$ cat src/fwd_rev_pkg.sv
package fwd_rev_pkg;
    localparam int          NUM_INPUTS       = 8;
    localparam int          CODE_W           = 8;
    localparam int          VERSION_W        = 10;
    // Direction source codes
    localparam logic [7:0]  DIR_SRC_APP_CW   = 8'h09;
    localparam logic [7:0]  DIR_SRC_APP_CCW  = 8'h0a;
    // Run source code selecting the application
    localparam logic [7:0]  RUN_SRC_APP      = 8'h04;
    // Input function codes
    localparam logic [7:0]  FUNC_FORWARD     = 8'h14;
    localparam logic [7:0]  FUNC_REVERSE     = 8'h15;
    // Version in hundredths, 0.00 .. 10.00
    localparam logic [9:0]  VERSION_MAX      = 10'h3e8;
    localparam logic [9:0]  VERSION_DEFAULT  = 10'h064;
    // Direction encoding
    localparam logic        DIR_CW           = 1'b0;
    localparam logic        DIR_CCW          = 1'b1;

    typedef enum logic [1:0]
    {
        ST_IDLE    = 2'b00,
        ST_FORWARD = 2'b01,
        ST_REVERSE = 2'b10
    } run_state_type;
endpackage

$ cat src/input_sync.sv
module input_sync
    import fwd_rev_pkg::*;
#(
    parameter int WIDTH = 8
)
(
    // Clock and reset
    input  wire logic             i_clk,
    input  wire logic             i_rstn,
    // Raw and synchronised levels
    input  wire logic [WIDTH-1:0] i_async,
    output logic      [WIDTH-1:0] o_sync
);
    typedef struct packed
    {
        logic [WIDTH-1:0] meta;
        logic [WIDTH-1:0] sync;
    } sync_state_type;

    sync_state_type state_q;
    sync_state_type state_d;

    always_comb
    begin
        state_d      = state_q;
        state_d.meta = i_async;
        state_d.sync = state_q.meta;
    end

    always_ff @(posedge i_clk or negedge i_rstn)
    begin
        if (!i_rstn)
        begin
            state_q <= '0;
        end
        else
        begin
            state_q <= state_d;
        end
    end

    assign o_sync = state_q.sync;
endmodule

$ cat src/fwd_rev_run_input_logic.sv
// What this block does
// - Local run selects application, local direction not: raise alarm, stay disabled.
// - Remote run selects application, remote direction not: raise alarm, stay disabled.
// - Input whose function selector holds 20 is the forward input.
// - Input whose function selector holds 21 is the reverse input.
// - Several inputs with same code: lowest-numbered input wins.
// - No forward input configured: raise alarm, stay disabled.
// - No reverse input configured: raise alarm, stay disabled.
// - Forward means clockwise, reverse means counterclockwise, fixed.
// - Inputs active high (24 V), inactive low (0 V).
// - General enable needs mode enable, no fault, no undervoltage, no alarms.
// - With an enable input assigned, that input must also be active.
// - Forward alone runs forward; later reverse changes nothing.
// - Reverse alone runs reverse; later forward changes nothing.
// - Both inactive: run withdrawn, motor decelerates to zero.
// - Both becoming active together: forward wins.
// - Local mode with input 1 used may enter setup hold.
// - Read-only application version, 0.00 to 10.00.
module fwd_rev_run_input_logic
    import fwd_rev_pkg::*;
#(
    parameter int                   NUM_DI  = NUM_INPUTS,
    parameter logic [VERSION_W-1:0] VERSION = VERSION_DEFAULT
)
(
    // Clock and reset
    input  wire logic                            i_clk,
    input  wire logic                            i_rstn,
    // Source selection configuration
    input  wire logic [fwd_rev_pkg::CODE_W-1:0]  i_local_direction_source_select,
    input  wire logic [fwd_rev_pkg::CODE_W-1:0]  i_local_run_source_select,
    input  wire logic [fwd_rev_pkg::CODE_W-1:0]  i_remote_direction_source_select,
    input  wire logic [fwd_rev_pkg::CODE_W-1:0]  i_remote_run_source_select,
    input  wire logic [NUM_DI*fwd_rev_pkg::CODE_W-1:0] i_input_function_selectors,
    // Mode and drive status
    input  wire logic                            i_remote_mode,
    input  wire logic                            i_mode_enabled,
    input  wire logic                            i_fault,
    input  wire logic                            i_undervoltage,
    input  wire logic                            i_enable_input_assigned,
    input  wire logic                            i_enable_input_active,
    // Digital input pins
    input  wire logic [NUM_DI-1:0]               i_digital_input_n,
    // Commands
    output logic                                 o_run,
    output logic                                 o_direction,
    output logic                                 o_general_enable,
    // Alarms and status
    output logic                                 o_missing_forward_input_alarm,
    output logic                                 o_missing_reverse_input_alarm,
    output logic                                 o_local_direction_source_alarm,
    output logic                                 o_remote_direction_source_alarm,
    output logic                                 o_setup_hold_state,
    output logic [fwd_rev_pkg::VERSION_W-1:0]    o_app_version
);
    import fwd_rev_pkg::*;

    typedef struct packed
    {
        run_state_type          run_state;
        logic                   run;
        logic                   direction;
        logic                   gen_enable;
        logic                   fwd_alarm;
        logic                   rev_alarm;
        logic                   loc_alarm;
        logic                   rem_alarm;
        logic                   setup_hold;
        logic [VERSION_W-1:0]   version;
    } ctrl_state_type;

    ctrl_state_type state_q;
    ctrl_state_type state_d;

    logic [NUM_DI-1:0] di_sync;

    // One synchronised sample of all inputs per cycle
    input_sync #(
        .WIDTH (NUM_DI)
    ) u_input_sync (
        .i_clk   (i_clk),
        .i_rstn  (i_rstn),
        .i_async (i_digital_input_n),
        .o_sync  (di_sync)
    );

    // Priority selection, input 1 first
    logic                   fwd_found;
    logic                   rev_found;
    logic                   fwd_level;
    logic                   rev_level;
    logic                   di1_used;
    logic [CODE_W-1:0]      sel_code;

    always_comb
    begin
        fwd_found = 1'b0;
        rev_found = 1'b0;
        fwd_level = 1'b0;
        rev_level = 1'b0;
        sel_code  = '0;
        for (int i = 0; i < NUM_DI; i++)
        begin
            sel_code = i_input_function_selectors[i*CODE_W +: CODE_W];
            if (!fwd_found && sel_code == FUNC_FORWARD)
            begin
                fwd_found = 1'b1;
                fwd_level = di_sync[i];
            end
            if (!rev_found && sel_code == FUNC_REVERSE)
            begin
                rev_found = 1'b1;
                rev_level = di_sync[i];
            end
        end
        di1_used = (i_input_function_selectors[CODE_W-1:0] == FUNC_FORWARD)
                || (i_input_function_selectors[CODE_W-1:0] == FUNC_REVERSE);
    end

    // Configuration checks
    logic loc_dir_ok;
    logic rem_dir_ok;
    logic loc_alarm;
    logic rem_alarm;
    logic any_alarm;
    logic enable_ok;

    always_comb
    begin
        loc_dir_ok = (i_local_direction_source_select == DIR_SRC_APP_CW)
                  || (i_local_direction_source_select == DIR_SRC_APP_CCW);
        rem_dir_ok = (i_remote_direction_source_select == DIR_SRC_APP_CW)
                  || (i_remote_direction_source_select == DIR_SRC_APP_CCW);
        loc_alarm  = (i_local_run_source_select == RUN_SRC_APP) && !loc_dir_ok;
        rem_alarm  = (i_remote_run_source_select == RUN_SRC_APP) && !rem_dir_ok;
        any_alarm  = !fwd_found || !rev_found || loc_alarm || rem_alarm;
        enable_ok  = i_mode_enabled && !i_fault && !i_undervoltage && !any_alarm;
        if (i_enable_input_assigned)
        begin
            enable_ok = enable_ok && i_enable_input_active;
        end
    end

    always_comb
    begin
        state_d            = state_q;
        state_d.fwd_alarm  = !fwd_found;
        state_d.rev_alarm  = !rev_found;
        state_d.loc_alarm  = loc_alarm;
        state_d.rem_alarm  = rem_alarm;
        state_d.gen_enable = enable_ok;
        state_d.setup_hold = !i_remote_mode && di1_used
                          && (i_local_run_source_select == RUN_SRC_APP);
        state_d.version    = (VERSION > VERSION_MAX) ? VERSION_MAX : VERSION;
        if (!enable_ok)
        begin
            state_d.run_state = ST_IDLE;
        end
        else
        begin
            case (state_q.run_state)
                ST_IDLE:
                begin
                    if (fwd_level)
                    begin
                        state_d.run_state = ST_FORWARD;
                    end
                    else if (rev_level)
                    begin
                        state_d.run_state = ST_REVERSE;
                    end
                end
                ST_FORWARD:
                begin
                    if (!fwd_level && !rev_level)
                    begin
                        state_d.run_state = ST_IDLE;
                    end
                end
                ST_REVERSE:
                begin
                    if (!fwd_level && !rev_level)
                    begin
                        state_d.run_state = ST_IDLE;
                    end
                end
                default:
                begin
                    state_d.run_state = ST_IDLE;
                end
            endcase
        end
        state_d.run = (state_d.run_state != ST_IDLE);
        if (state_d.run_state == ST_FORWARD)
        begin
            state_d.direction = DIR_CW;
        end
        else if (state_d.run_state == ST_REVERSE)
        begin
            state_d.direction = DIR_CCW;
        end
    end

    always_ff @(posedge i_clk or negedge i_rstn)
    begin
        if (!i_rstn)
        begin
            state_q            <= '0;
            state_q.run_state  <= ST_IDLE;
        end
        else
        begin
            state_q <= state_d;
        end
    end

    assign o_run                           = state_q.run;
    assign o_direction                     = state_q.direction;
    assign o_general_enable                = state_q.gen_enable;
    assign o_missing_forward_input_alarm   = state_q.fwd_alarm;
    assign o_missing_reverse_input_alarm   = state_q.rev_alarm;
    assign o_local_direction_source_alarm  = state_q.loc_alarm;
    assign o_remote_direction_source_alarm = state_q.rem_alarm;
    assign o_setup_hold_state              = state_q.setup_hold;
    assign o_app_version                   = state_q.version;
endmodule

$ cat config.mk
export PLATFORM = sky130hd
export DESIGN_NAME = fwd_rev_run_input_logic
export DESIGN_NICKNAME = d
export VERILOG_FILES = /design/src/fwd_rev_pkg.sv /design/src/input_sync.sv /design/src/fwd_rev_run_input_logic.sv
export SDC_FILE = /design/constraint.sdc
export NUM_CORES = 1
export LEC_CHECK = 0
export ABC_AREA = 1
export BUFFER_PORTS_ARGS = -buffer_cell sky130_fd_sc_hd__buf_2
export CAP_MARGIN = 20
export CORE_MARGIN = 4
export CORE_UTILIZATION = 45
export DETAILED_ROUTE_END_ITERATION = 8
export GPL_ROUTABILITY_DRIVEN = 0
export GPL_TIMING_DRIVEN = 0
export MAX_ROUTING_LAYER = met4
export PLACE_DENSITY_LB_ADDON = 0.3
export SETUP_SLACK_MARGIN = 0.05
export SYNTH_ARGS = -nofsm -noshare
export SYNTH_HDL_FRONTEND = slang
export SYNTH_SLANG_ARGS = --single-unit
export TNS_END_PERCENT = 1
$ cat constraint.sdc
create_clock -name i_clk -period 2.5 [get_ports i_clk]
set_input_delay 0.25 -clock i_clk [delete_from_list [all_inputs] [get_ports i_clk]]
set_output_delay 0.25 -clock i_clk [all_outputs]
set_load 0.05 [all_outputs]
# Word-level counts from Yosys, hierarchy flattened
# Cells that the tools add are included.
[totals]
regBits = 27
in_bits = 112
output_inout_bits = 18
elab_cells = 135
[classes]
n_eq_ne = 26
mux = 40
reduce_logical = 57
[op_table]
columns = ["operator", "n"]
rows = [
  ["$eq 8x5->1 const B", 16],
  ["$mux 1", 35],
  ["$eq 8x4->1 const B", 4],
  ["$logic_not 1->1", 24],
  ["$logic_and 1x1->1", 23],
  ["$eq 8x3->1 const B", 2],
  ["$mux 2", 4],
  ["$logic_or 1x1->1", 6],
  ["$eq 2x1->1 const B", 2],
  ["$eq 2x2->1 const B", 2],
  ["$pmux 2 s2", 1],
  ["$reduce_bool 2->1", 2],
  ["$logic_not 2->1", 1],
  ["$reduce_or 2->1", 1],
]

# Depth between registers and ports, before layout
# Gate-level depths: netlist of the first run.
[logic_depth]
depth_word = 35
mapped_depth = 20
depth_no_buf = 20

# Hierarchy
# Synthesis of the first run repeated with hierarchy kept, for this count alone.
[hier_totals]
hier_cells = 268
hier_area_um2 = 1945.6
[by_module_without_submodules]
columns = ["module", "instances", "cells_each", "area_per_inst_um2", "seq_area_each_um2"]
rows = [
  ["fwd_rev_run_input_logic", 1, 252, 1545.2, 275.3],
  ["input_sync", 1, 16, 400.4, 400.4],
]

# Worst setup path after synthesis of the first run
# OpenSTA, ideal clock, no wires.
[synth_timing]
path_kind = "input port to flip-flop"
startpoint = "in i_input_function_selectors[24] in the netlist's numbering"
endpoint = "reg state_q, in the netlist o_direction"
setup_ns = 0.120
t_arrival_ns = 1.743
t_required_ns = 2.380
path_slack_ns = 0.637
stages = 14
n_path_buf = 0
path_cell_list = "or2_1 nor2_2 nand2_2 nand2_2 nor2_4 nand4_4 nor2_4 nor4_4 nand2_2 inv_1 nand2_1 ha_1 nor2_1 a21oi_1"
[synth_rtl]
columns = ["element", "line_no", "text"]
rows = [
  ["from (decl)", "fwd_rev_run_input_logic.sv:34", "input wire logic [NUM_DI*fwd_rev_pkg::CODE_W-1:0] i_input_function_selectors,"],
  ["to (signal assigned)", "fwd_rev_run_input_logic.sv:213", "state_q <= state_d;"],
  ["to (decl)", "fwd_rev_run_input_logic.sv:72", "ctrl_state_type state_q;"],
]

# Worst setup path in the final report of the first run
[layout_timing]
startpoint = "in i_input_function_selectors[63] in the netlist's numbering"
endpoint = "reg state_q, in the netlist o_direction"
[layout_between]
elab_chain_len = 14
elab_cells_between_ends = 29
cone_classes = "4 x eq/ne; 11 x mux; 14 x reduce/logical"
[layout_rtl]
columns = ["element", "line_no", "text"]
rows = [
  ["$eq 8x5->1, on equally long branches", "fwd_rev_run_input_logic.sv:105, fwd_rev_run_input_logic.sv:110", ""],
  ["$logic_and 1x1->1, on equally long branches", "fwd_rev_run_input_logic.sv:105, fwd_rev_run_input_logic.sv:110", ""],
  ["$mux 1, on equally long branches", "fwd_rev_run_input_logic.sv:105, fwd_rev_run_input_logic.sv:110", ""],
  ["$logic_not 1->1", "fwd_rev_run_input_logic.sv:136", "any_alarm = !fwd_found || !rev_found || loc_alarm || rem_alarm;"],
  ["$logic_or 1x1->1 (3 in a row)", "fwd_rev_run_input_logic.sv:136", ""],
  ["$logic_not 1->1", "fwd_rev_run_input_logic.sv:137", "enable_ok = i_mode_enabled && !i_fault && !i_undervoltage && !any_alarm;"],
  ["$logic_and 1x1->1", "fwd_rev_run_input_logic.sv:137", ""],
  ["$logic_and 1x1->1", "fwd_rev_run_input_logic.sv:140", "enable_ok = enable_ok && i_enable_input_active;"],
  ["$mux 1", "fwd_rev_run_input_logic.sv:138", "if (i_enable_input_assigned)"],
  ["$mux 2 *", "fwd_rev_run_input_logic.sv:155", "if (!enable_ok)"],
  ["$eq 2x1->1 / $eq 2x2->1 (equally long branches)", "fwd_rev_run_input_logic.sv:194, fwd_rev_run_input_logic.sv:198", ""],
  ["$mux 1 / $reduce_bool 2->1 (equally long branches)", "--", ""],
]
# Mark *: on every way between the ends. The rest lies on a longest branch, timed or not.
# A chain may end at the register's enable or synchronous reset.

==> results.cfg, run 1 <==
[status]
outcome = completed

[hold_path]
hold_path.class = input port to flop

[yosys]
synth_seq_area_share_pct = 35.7
yosysTopAreaCell = dfrtp_1
ys_top_cells_by_area = dfrtp_1 36%, inv_1 12%, nand2_1 11%, nor2_1 7.5%, nand3_1 5.0%
synth.yosys.warnings = 0
async_flop_share_pct = 100
synthCells = 271
synth_most_common_cell = inv_1
ys_seq_elements = 27
syn_area_sq_um = 1890
synthTopCellsByCount = 59 x inv_1, 55 x nand2_1, 38 x nor2_1, 27 x dfrtp_1, 19 x nand3_1
yosys.area.top_type_share_pct = 35.7
synth_edf_count = 0
syn_area_per_cell_sq_um = 6.99
synthDistinctLibCells = 30
yosys_most_used_dff = dfrtp_1

[clock_tree]
htree_num_levels = 1
clock_latency_ns = 0.26
cts_tree = done
cts_root_buffer = clkbuf_8
post_cts_buffers = 0
cts.sinks = 27
clockBufferDepth = 2
clk_pin_slew_ns = 0.08
holdBufCountCts = 1
numCtsBuffers = 3
cts-resized-gates = 0

[grt]
gr-total-overflow = 0
grtUsageTotal_pct = 16.5
antenna_found_initial = 0
grt_pass1_wl_microns = 6960
grt_start_max_net_pins = 28
grt_pass1_vias = 1829

[power]
power_density_nw_per_um2 = 337
p_leak_nw = 1.62
vdd_drop_max_uv = 413

[drt]
antenna_left = 0
num_vias = 2019
firstDrtPassIters = 6
drt-vias-per-instance = 4.45
routedWlPerCell_microns = 9.44
initialDrtViolationCount = 58
route.detailed.drc = 0
drt-total-wl_microns = 4290

[sta]
tns_ns = 0
slew_violations = 0
grt_setup_unrepaired = no
fin_skew_ns = 0.00377
min_period_ns = 1.87
hold_viol_final = 0
setup_slack_ns = 0.625
setup_viol_count_final = 0
max_freq_mhz = 533
post-route-period-util_pct = 75.0
tightest_slew_ns = 0.579
max_slew_margin_pct = 61.4

[critical_path]
worstPathMaxFanout = 3
critical-path-top-delay-family = simple AND/OR/NAND/NOR gates
critPathLaunchType = input port
critPathSlowestCell = nor4_1
cp.buffers_inverters = 1
crit_chain = buf_2, nor3_2, nand2_1, nor4_1, nand4_1, nand4_1, nand3_1, nand2_1, nand2_1, ha_1, nor2_1, a21oi_1
arrival_ns = 2.03
critPathRequiredTime_ns = 2.65
cpMostUsedCell = nand2_1
slowest_delay_ns = 0.36
endpoint_kind = flop
crit_type = input port to flop

[floorplanning]
num_rows = 23
die-height_microns = 72.9
die_w_microns = 72.9
ios = 130
dieArea_sq_um = 5310
fp.coreArea_sq_um = 4030
start_util_pct = 47.0

[final_layout]
seqCellArea_sq_um = 676
drive_gt1_share_pct = 40.1
n_antenna_cell = 0
n_fill_cell = 357
multi_input_area_sq_um = 936
area_growth_pct = 39.7
nNetsFinal = 521

[place]
hpwl_microns = 3860
io_buffers = 122
pre_cts_slack_ns = 0.353

[run]
cap_violations = 0
[report_power, final]
part           internal [W]  switching, W
combinational     0.0000962      0.000111
clock              0.000113      0.000112
sequential         0.000451    0.00000594
total              0.000661      0.000229
[metrics by stage]
step	utilization [%]	instances	hold slack, ns	cell area (sq um)	total power, W
6_report	65.6	454	0.0955	2640	0.000890
3_5_place_dp	64.3	449	0.276	2590	0.000673
3_3_place_gp	64.3	449	0.272	2590	0.000667
4_1_cts	65.6	454	0.0880	2640	0.000903
2_1_floorplan	-	277	-0.0456	1920	0.000565
5_1_grt	65.6	454	0.0787	2640	0.000945
[cells by family (layout without fill, tap and decap cells)]
family,after synthesis,after routing,share of synthesized area (%)
simple gates,157,157,42.0
buf+inv,71,198,16.1
flops,27,27,35.7
compound gates,9,9,2.78
fa+ha+maj,4,4,2.64
other cells,2,8,0.397
xor+xnor,1,1,0.463
[layer usage]
| layer | up-vias | share of wire [%] | global-route usage [%] |
|---|---|---|---|
| met3 | 2 | 11 | 2.48 |
| met4 | 0 | 0.47 | 3.07 |
| met5 | - | 0 | - |
| met1 | 843 | 41 | 20.0 |
| met2 | 96 | 47 | 29.3 |
| li1 | 1078 | - | - |
[registers in the layout, summed over array words and instances, names as in the netlist]
| signal | cells |
|---|---|
| o_direction | 1 |
| o_general_enable | 1 |
| o_missing_reverse_input_alarm | 1 |
| o_remote_direction_source_alarm | 1 |
| o_run | 1 |
| o_missing_forward_input_alarm | 1 |
| o_local_direction_source_alarm | 1 |
| o_app_version | 1 |
| u_input_sync.o_sync | 8 |
| state_q | 2 |
| o_setup_hold_state | 1 |
| u_input_sync.state_d | 8 |
[area by class of cell]
class | count | share of cell area, %
repair buffers | 123 | 23.5
flip-flops and latches | 27 | 25.6
well taps | 50 | 2.37
clock buffers | 4 | 1.70
plain buffers | 10 | 2.84
inverters | 61 | 8.66
multi-input cells | 179 | 35.4
[placed cells by master, fill, tap and decap left out, drive strengths merged]
cell         count
nor2b            1
nand2           65
a31oi            1
dlygate4sd3      1
nand3           19
clkbuf           4
ha               4
nand4           10
a2111oi          1
or2              2
nand3b           1
buf            132
nor2            49
nor4             8
clkinv           1
a21oi            4
inv             60
xor2             1
a211oi           1
nor3             2
dfrtp           27
o21ai            2
conb             8
[worst paths after layout]
kind / start / endpoint / slack [ns] / cells past startpoint
worst max register to register: u_input_sync.o_sync[4] / o_direction / 0.68 / 18
worst min-delay path: i_digital_input_n[7] / u_input_sync.state_d[7] / 0.1 / 1
min in group asynchronous: i_rstn / o_run / 0.52 / 2
worst min register to register: u_input_sync.state_d[4] / u_input_sync.o_sync[4] / 0.35 / 0
worst max-delay path: i_input_function_selectors[63] / o_direction / 0.63 / 12
max in group asynchronous: i_rstn / u_input_sync.o_sync[1] / 1.60 / 2
[worst reg2reg max path: cells and delay by family, from the launching register on]
family | cells | cell delay, ns
and+or+nand+nor | 16 | 0.99
AOI/OAI and AO/OA | 1 | 0.05
DFF | 1 | 0.38
adders and majority gates | 1 | 0.29
No activity file was read; power rests on OpenSTA's default activity.
==> run 2: changes to the inputs <==
- CORE_UTILIZATION: 45 -> 38
- clock period: 2.5 -> 1.6 ns (I/O delays scaled with it)
==> run 2 against run 1 <==
  * The run now ends with negative setup slack left
  * Global-route usage decreased by 1.1 points
  * Clock power increased by 59%
  * Combinational power increased by 64%
  * Non-clock buffer count increased by 9
  * Critical path depth increased by 6
  * First-iteration DRC count decreased by 31%
  * Largest power group unchanged
  * Sequential cell count unchanged
  * Worst setup slack got worse by 0.90 ns
  * Die area increased by 16%
  * Critical path type is now flop to flop
==> results.cfg, run 2 (synthesis gave the netlist of run 1 again) <==
[hold_path]
hold_path.class = input port to flop

[critical_path]
cp.buffers_inverters = 0
arrival_ns = 2.07
rr_startpoint = u_input_sync.o_sync[4]
reg2reg_setup_slack_ns = -0.28
endpoint_kind = flop
cpMostUsedCell = nand2_1
critPathLaunchType = flop
worstPathMaxFanout = 3
critical-path-top-delay-family = simple AND/OR/NAND/NOR gates
critPathSlowestCell = dfrtp_1
setup.worst_path.start = u_input_sync.o_sync[4]
reg2reg_depth = 18
crit_type = flop to flop
crit_chain = nand3_1, nor2_1, nand2_1, nand3_1, nand2_1, nand2_1, nand2_1, nand2_1, nand2_1, nand2_1, nand2_2, nand2_2, nand2_2, nand2_2, nand2_2, ha_4, nor2_4, a21oi_2
slowest_delay_ns = 0.37
worst-path-stages = 18
critPathCapture = o_direction
critPathRequiredTime_ns = 1.79
r2r_end = o_direction

[final_layout]
area_growth_pct = 48.2
n_fill_cell = 475
n_antenna_cell = 0
seqCellArea_sq_um = 676
drive_gt1_share_pct = 42.9
layout_common_cells = 122 x buf_2, 58 x inv_1, 47 x nand2_1
multi_input_area_sq_um = 987
mostFrequentLayoutCell = buf_2
nNetsFinal = 530

[drt]
routed.top_layer = met4
drt-total-wl_microns = 4630
dr_wl_met3_microns = 396
routedWlPerCell_microns = 9.64
drt-vias-per-instance = 4.25
num_vias = 2040
antenna_left = 0
route.detailed.drc = 0
wl_met2_microns = 2380
wirelength_met1_microns = 1820
firstDrtPassIters = 4
initialDrtViolationCount = 40

[grt]
antenna_found_initial = 0
grt_start_max_net_pins = 28
grtUsageTotal_pct = 15.4
grt_pass1_vias = 1960
gr-total-overflow = 0
grt_pass1_wl_microns = 7620

[sta]
max_slew_margin_pct = 63.2
min_period_ns = 1.88
setup_viol_count_final = 2
tns_ns = -0.304
grt_setup_unrepaired = yes
hold-worst-slack_ns = 0.0542
slew_violations = 0
setup_slack_ns = -0.276
tightest_slew_ns = 0.552
hold_viol_final = 0
max_freq_mhz = 533
post-route-period-util_pct = 117
fin_skew_ns = 0.00301

[run]
cap_violations = 0

[power]
power_density_nw_per_um2 = 504
p_leak_nw = 1.67
vdd_drop_max_uv = 481

[floorplanning]
fp.coreArea_sq_um = 4790
die_w_microns = 78.6
num_rows = 25
die-height_microns = 78.6
dieArea_sq_um = 6170
start_util_pct = 39.6
ios = 130

[place]
io_buffers = 122
hpwl_microns = 3990

[status]
outcome = complete, but fails checks
violations = negative setup slack

[clock_tree]
htree_num_levels = 1
cts_tree = done
cts.sinks = 27
clock_latency_ns = 0.26
cts_root_buffer = clkbuf_8
clk_pin_slew_ns = 0.08
clockBufferDepth = 2
numCtsBuffers = 3
## run 2: timing repair
item | 4_1_cts | 5_1_grt
endpoints found under the hold margin | 33 | 2
setup buffers | 0 | 1
cloned | 0 | 0
endpoints found under the setup margin | 2 | 4
resized for setup | 4 | 11
pin swaps | 2 | 13
hold buffers | 7 | 2
## run 2: layer usage
layer | track usage (%) | vias up
li1 | - | 1088
met1 | 16.9 | 870
met2 | 28.6 | 80
met3 | 2.64 | 2
met4 | 3.67 | 0
met5 | - | -
## run 2: worst min path at each step
stage | start | end | slack [ns] | depth (start not counted)
2_1_floorplan | i_rstn | o_app_version[2] | -0.14 | 0
3_3_place_gp | i_rstn | o_run | 0.19 | 1
3_5_place_dp | i_rstn | u_input_sync.state_d[7] | 0.19 | 1
4_1_cts | i_digital_input_n[1] | u_input_sync.state_d[1] | 0.001 | 1
5_1_grt | i_remote_mode | o_setup_hold_state | 0.05 | 2
6_report | i_remote_mode | o_setup_hold_state | 0.05 | 2
## run 2: layout make-up
class | instances | area share (%)
multi-input combinational | 179 | 35.2
timing repair buffer | 132 | 25.2
sequential | 27 | 24.1
inverter | 61 | 8.16
tap | 67 | 2.99
buffer | 10 | 2.68
clock buffer | 3 | 1.47
clock inverter | 1 | 0.178
## run 2: metrics by stage
step / worst slack [ns] / total power (W) / cell area [sq um] / std cells / util, %
after floorplan: -0.173 / 0.000883 / 1920 / 277 / -
after global placement: -0.414 / 0.00104 / 2610 / 466 / 54.5
after detailed placement: -0.476 / 0.00105 / 2610 / 466 / 54.5
after CTS: -0.237 / 0.00142 / 2750 / 477 / 57.4
after global routing: -0.473 / 0.00150 / 2810 / 480 / 58.6
final: -0.276 / 0.00141 / 2810 / 480 / 58.6
## run 2: report_power, final
group          internal, W  leakage, nW  total, W  switching, W
sequential        0.000705        0.328  0.000715    0.00000978
clock             0.000173       0.0255  0.000358      0.000185
combinational     0.000164         1.32  0.000340      0.000176
==> run 3: changes to the inputs <==
- PLACE_DENSITY: not set -> 0.84
- PLACE_DENSITY_LB_ADDON: 0.3 -> not set
==> run 3 against run 2 <==
  * The flow still finishes with violations (negative setup slack)
  * Sequential share of layout area hardly changed
  * Clock power is 2% higher
  * Via count is 3.5% higher
  * Final cell count is 0.21% lower
==> results.cfg, run 3 (synthesis gave the netlist of run 1 again) <==
[final_layout]
area_growth_pct = 48.1
layout_common_cells = 122 x buf_2, 58 x inv_1, 46 x nand2_1
fin_util_pct = 58.6
n_antenna_cell = 0
mostFrequentLayoutCell = buf_2
postLayoutCellArea_sq_um = 2800
drive_gt1_share_pct = 43.2
n_fill_cell = 422
nNetsFinal = 529

[clock_tree]
clockBufferDepth = 2
cts_tree = done
post_cts_buffers = 0
htree_num_levels = 1
clk_pin_slew_ns = 0.09
numCtsBuffers = 3
clock_latency_ns = 0.26
cts.sinks = 27
cts_root_buffer = clkbuf_8

[drt]
route.detailed.drc = 0
dr_wl_met3_microns = 451
wirelength_met1_microns = 1870
drt-total-wl_microns = 4790
initialDrtViolationCount = 48
num_vias = 2111
firstDrtPassIters = 4
antenna_left = 0
wl_met2_microns = 2410
routedWlPerCell_microns = 10.0
drt-vias-per-instance = 4.41
routed.top_layer = met4

[critical_path]
crit_type = flop to flop
slowest_delay_ns = 0.36
reg2reg_setup_slack_ns = -0.24
critical-path-top-delay-family = simple AND/OR/NAND/NOR gates
crit_chain = nand3_1, nor2_1, nand2_1, nand3_1, nand2_1, nand2_1, nand2_1, nand2_1, nand2_1, nand2_1, nand2_2, nand2_2, nand2_2, nand2_2, nand2_4, ha_4, nor2_4, a21oi_2
cp.buffers_inverters = 0
critPathLaunchType = flop
critPathSlowestCell = dfrtp_1
rr_startpoint = u_input_sync.o_sync[4]
worstPathMaxFanout = 3
endpoint_kind = flop
setup.worst_path.start = u_input_sync.o_sync[4]
critPathRequiredTime_ns = 1.76
cpMostUsedCell = nand2_1
arrival_ns = 2.00

[sta]
post-route-period-util_pct = 115
setup_viol_count_final = 2
hold_viol_final = 0
tightest_slew_ns = 0.572
fin_skew_ns = 0.00379
max_slew_margin_pct = 61.8
min_period_ns = 1.84
setup_slack_ns = -0.240
grt_setup_unrepaired = yes
tns_ns = -0.252
max_freq_mhz = 544
slew_violations = 0

[power]
power.internal_w = 0.00104
vdd_drop_max_uv = 525
p_leak_nw = 1.68
switchingPower_w = 0.000379
power_density_nw_per_um2 = 507
clockPowerShare_pct = 25.7
p_comb_share_pct = 24.0
p_seq_share_pct = 50.3
p_sw_share_pct = 26.7

[hold_path]
min_from = i_remote_mode
hold_path.class = input port to flop

[place]
postPlaceCellArea_sq_um = 2610
pre_cts_slack_ns = -0.506
hpwl_microns = 4000
io_buffers = 122

[floorplanning]
dieArea_sq_um = 6170
die_w_microns = 78.6
die-height_microns = 78.6
ios = 130
start_util_pct = 39.6
num_rows = 25
fp.coreArea_sq_um = 4790

[run]
cap_violations = 0

[grt]
gr-total-overflow = 0
grt_pass1_wl_microns = 7720
grtUsageTotal_pct = 15.6
grt_start_max_net_pins = 28
antenna_found_initial = 0
grt_pass1_vias = 1961

[status]
violations = negative setup slack
outcome = complete, but fails checks
## run 3: worst register-to-register path: stages, from the launching register on
cell and delay, ns:
dfrtp_1 0.36, nand3_1 0.07, nor2_1 0.11, nand2_1 0.06, nand3_1 0.06, nand2_1 0.05, nand2_1 0.05, nand2_1 0.05
nand2_1 0.05, nand2_1 0.05, nand2_1 0.06, nand2_2 0.08, nand2_2 0.09, nand2_2 0.07, nand2_2 0.07, nand2_4 0.06
ha_4 0.26, nor2_4 0.11, a21oi_2 0.04
## run 3: worst paths after layout
| check | to | cells after the start |
|---|---|---|
| worst min register to register | u_input_sync.o_sync[3] | 0 |
| min in group asynchronous | o_run | 2 |
| worst max register to register | o_direction | 18 |
| worst max-delay path | o_direction | 18 |
| max in group asynchronous | u_input_sync.o_sync[2] | 2 |
| worst min-delay path | o_setup_hold_state | 2 |
## run 3: what timing repair did
| action | CTS | global route |
|---|---|---|
| pin swaps | 0 | 10 |
| gates resized for setup | 2 | 15 |
| gates cloned | 0 | 0 |
| endpoints found under the hold margin | 35 | 0 |
| hold buffers | 9 | 0 |
| endpoints found under the setup margin | 2 | 3 |
## run 3: area by class of cell
| class | count | area (sq um) | area share (%) |
|---|---|---|---|
| Buffer | 10 | 75.1 | 2.68 |
| Sequential cell | 27 | 676 | 24.1 |
| Clock inverter | 1 | 5.00 | 0.178 |
| Tap cell | 67 | 83.8 | 2.99 |
| Timing Repair Buffer | 131 | 701 | 25.0 |
| Inverter | 61 | 229 | 8.17 |
| Clock buffer | 3 | 41.3 | 1.47 |
| Multi-Input combinational cell | 179 | 993 | 35.4 |
## run 3: metrics by stage
step / hold slack, ns / instances / power, W
3_5_place_dp: 0.191 / 466 / 0.00105
5_1_grt: 0.0259 / 479 / 0.00152
6_report: 0.0487 / 479 / 0.00142
4_1_cts: 0.0387 / 479 / 0.00144
3_3_place_gp: 0.187 / 466 / 0.00104
2_1_floorplan: -0.136 / 277 / 0.000883
## run 3: per-layer routing
metal  vias up  GRT usage (%)
met2        91           27.8
met1       924           17.3
met4         0           5.07
li1       1090              -
met5         -              -
met3         6           3.21
## run 3: power groups by stage
stage | clock, W | combinational (W) | sequential, W
2_1_floorplan | 0 | 0.000153 | 0.000730
3_5_place_dp | 0 | 0.000323 | 0.000728
5_1_grt | 0.000413 | 0.000384 | 0.000718
4_1_cts | 0.000384 | 0.000341 | 0.000715
3_3_place_gp | 0 | 0.000314 | 0.000728
6_report | 0.000365 | 0.000342 | 0.000715
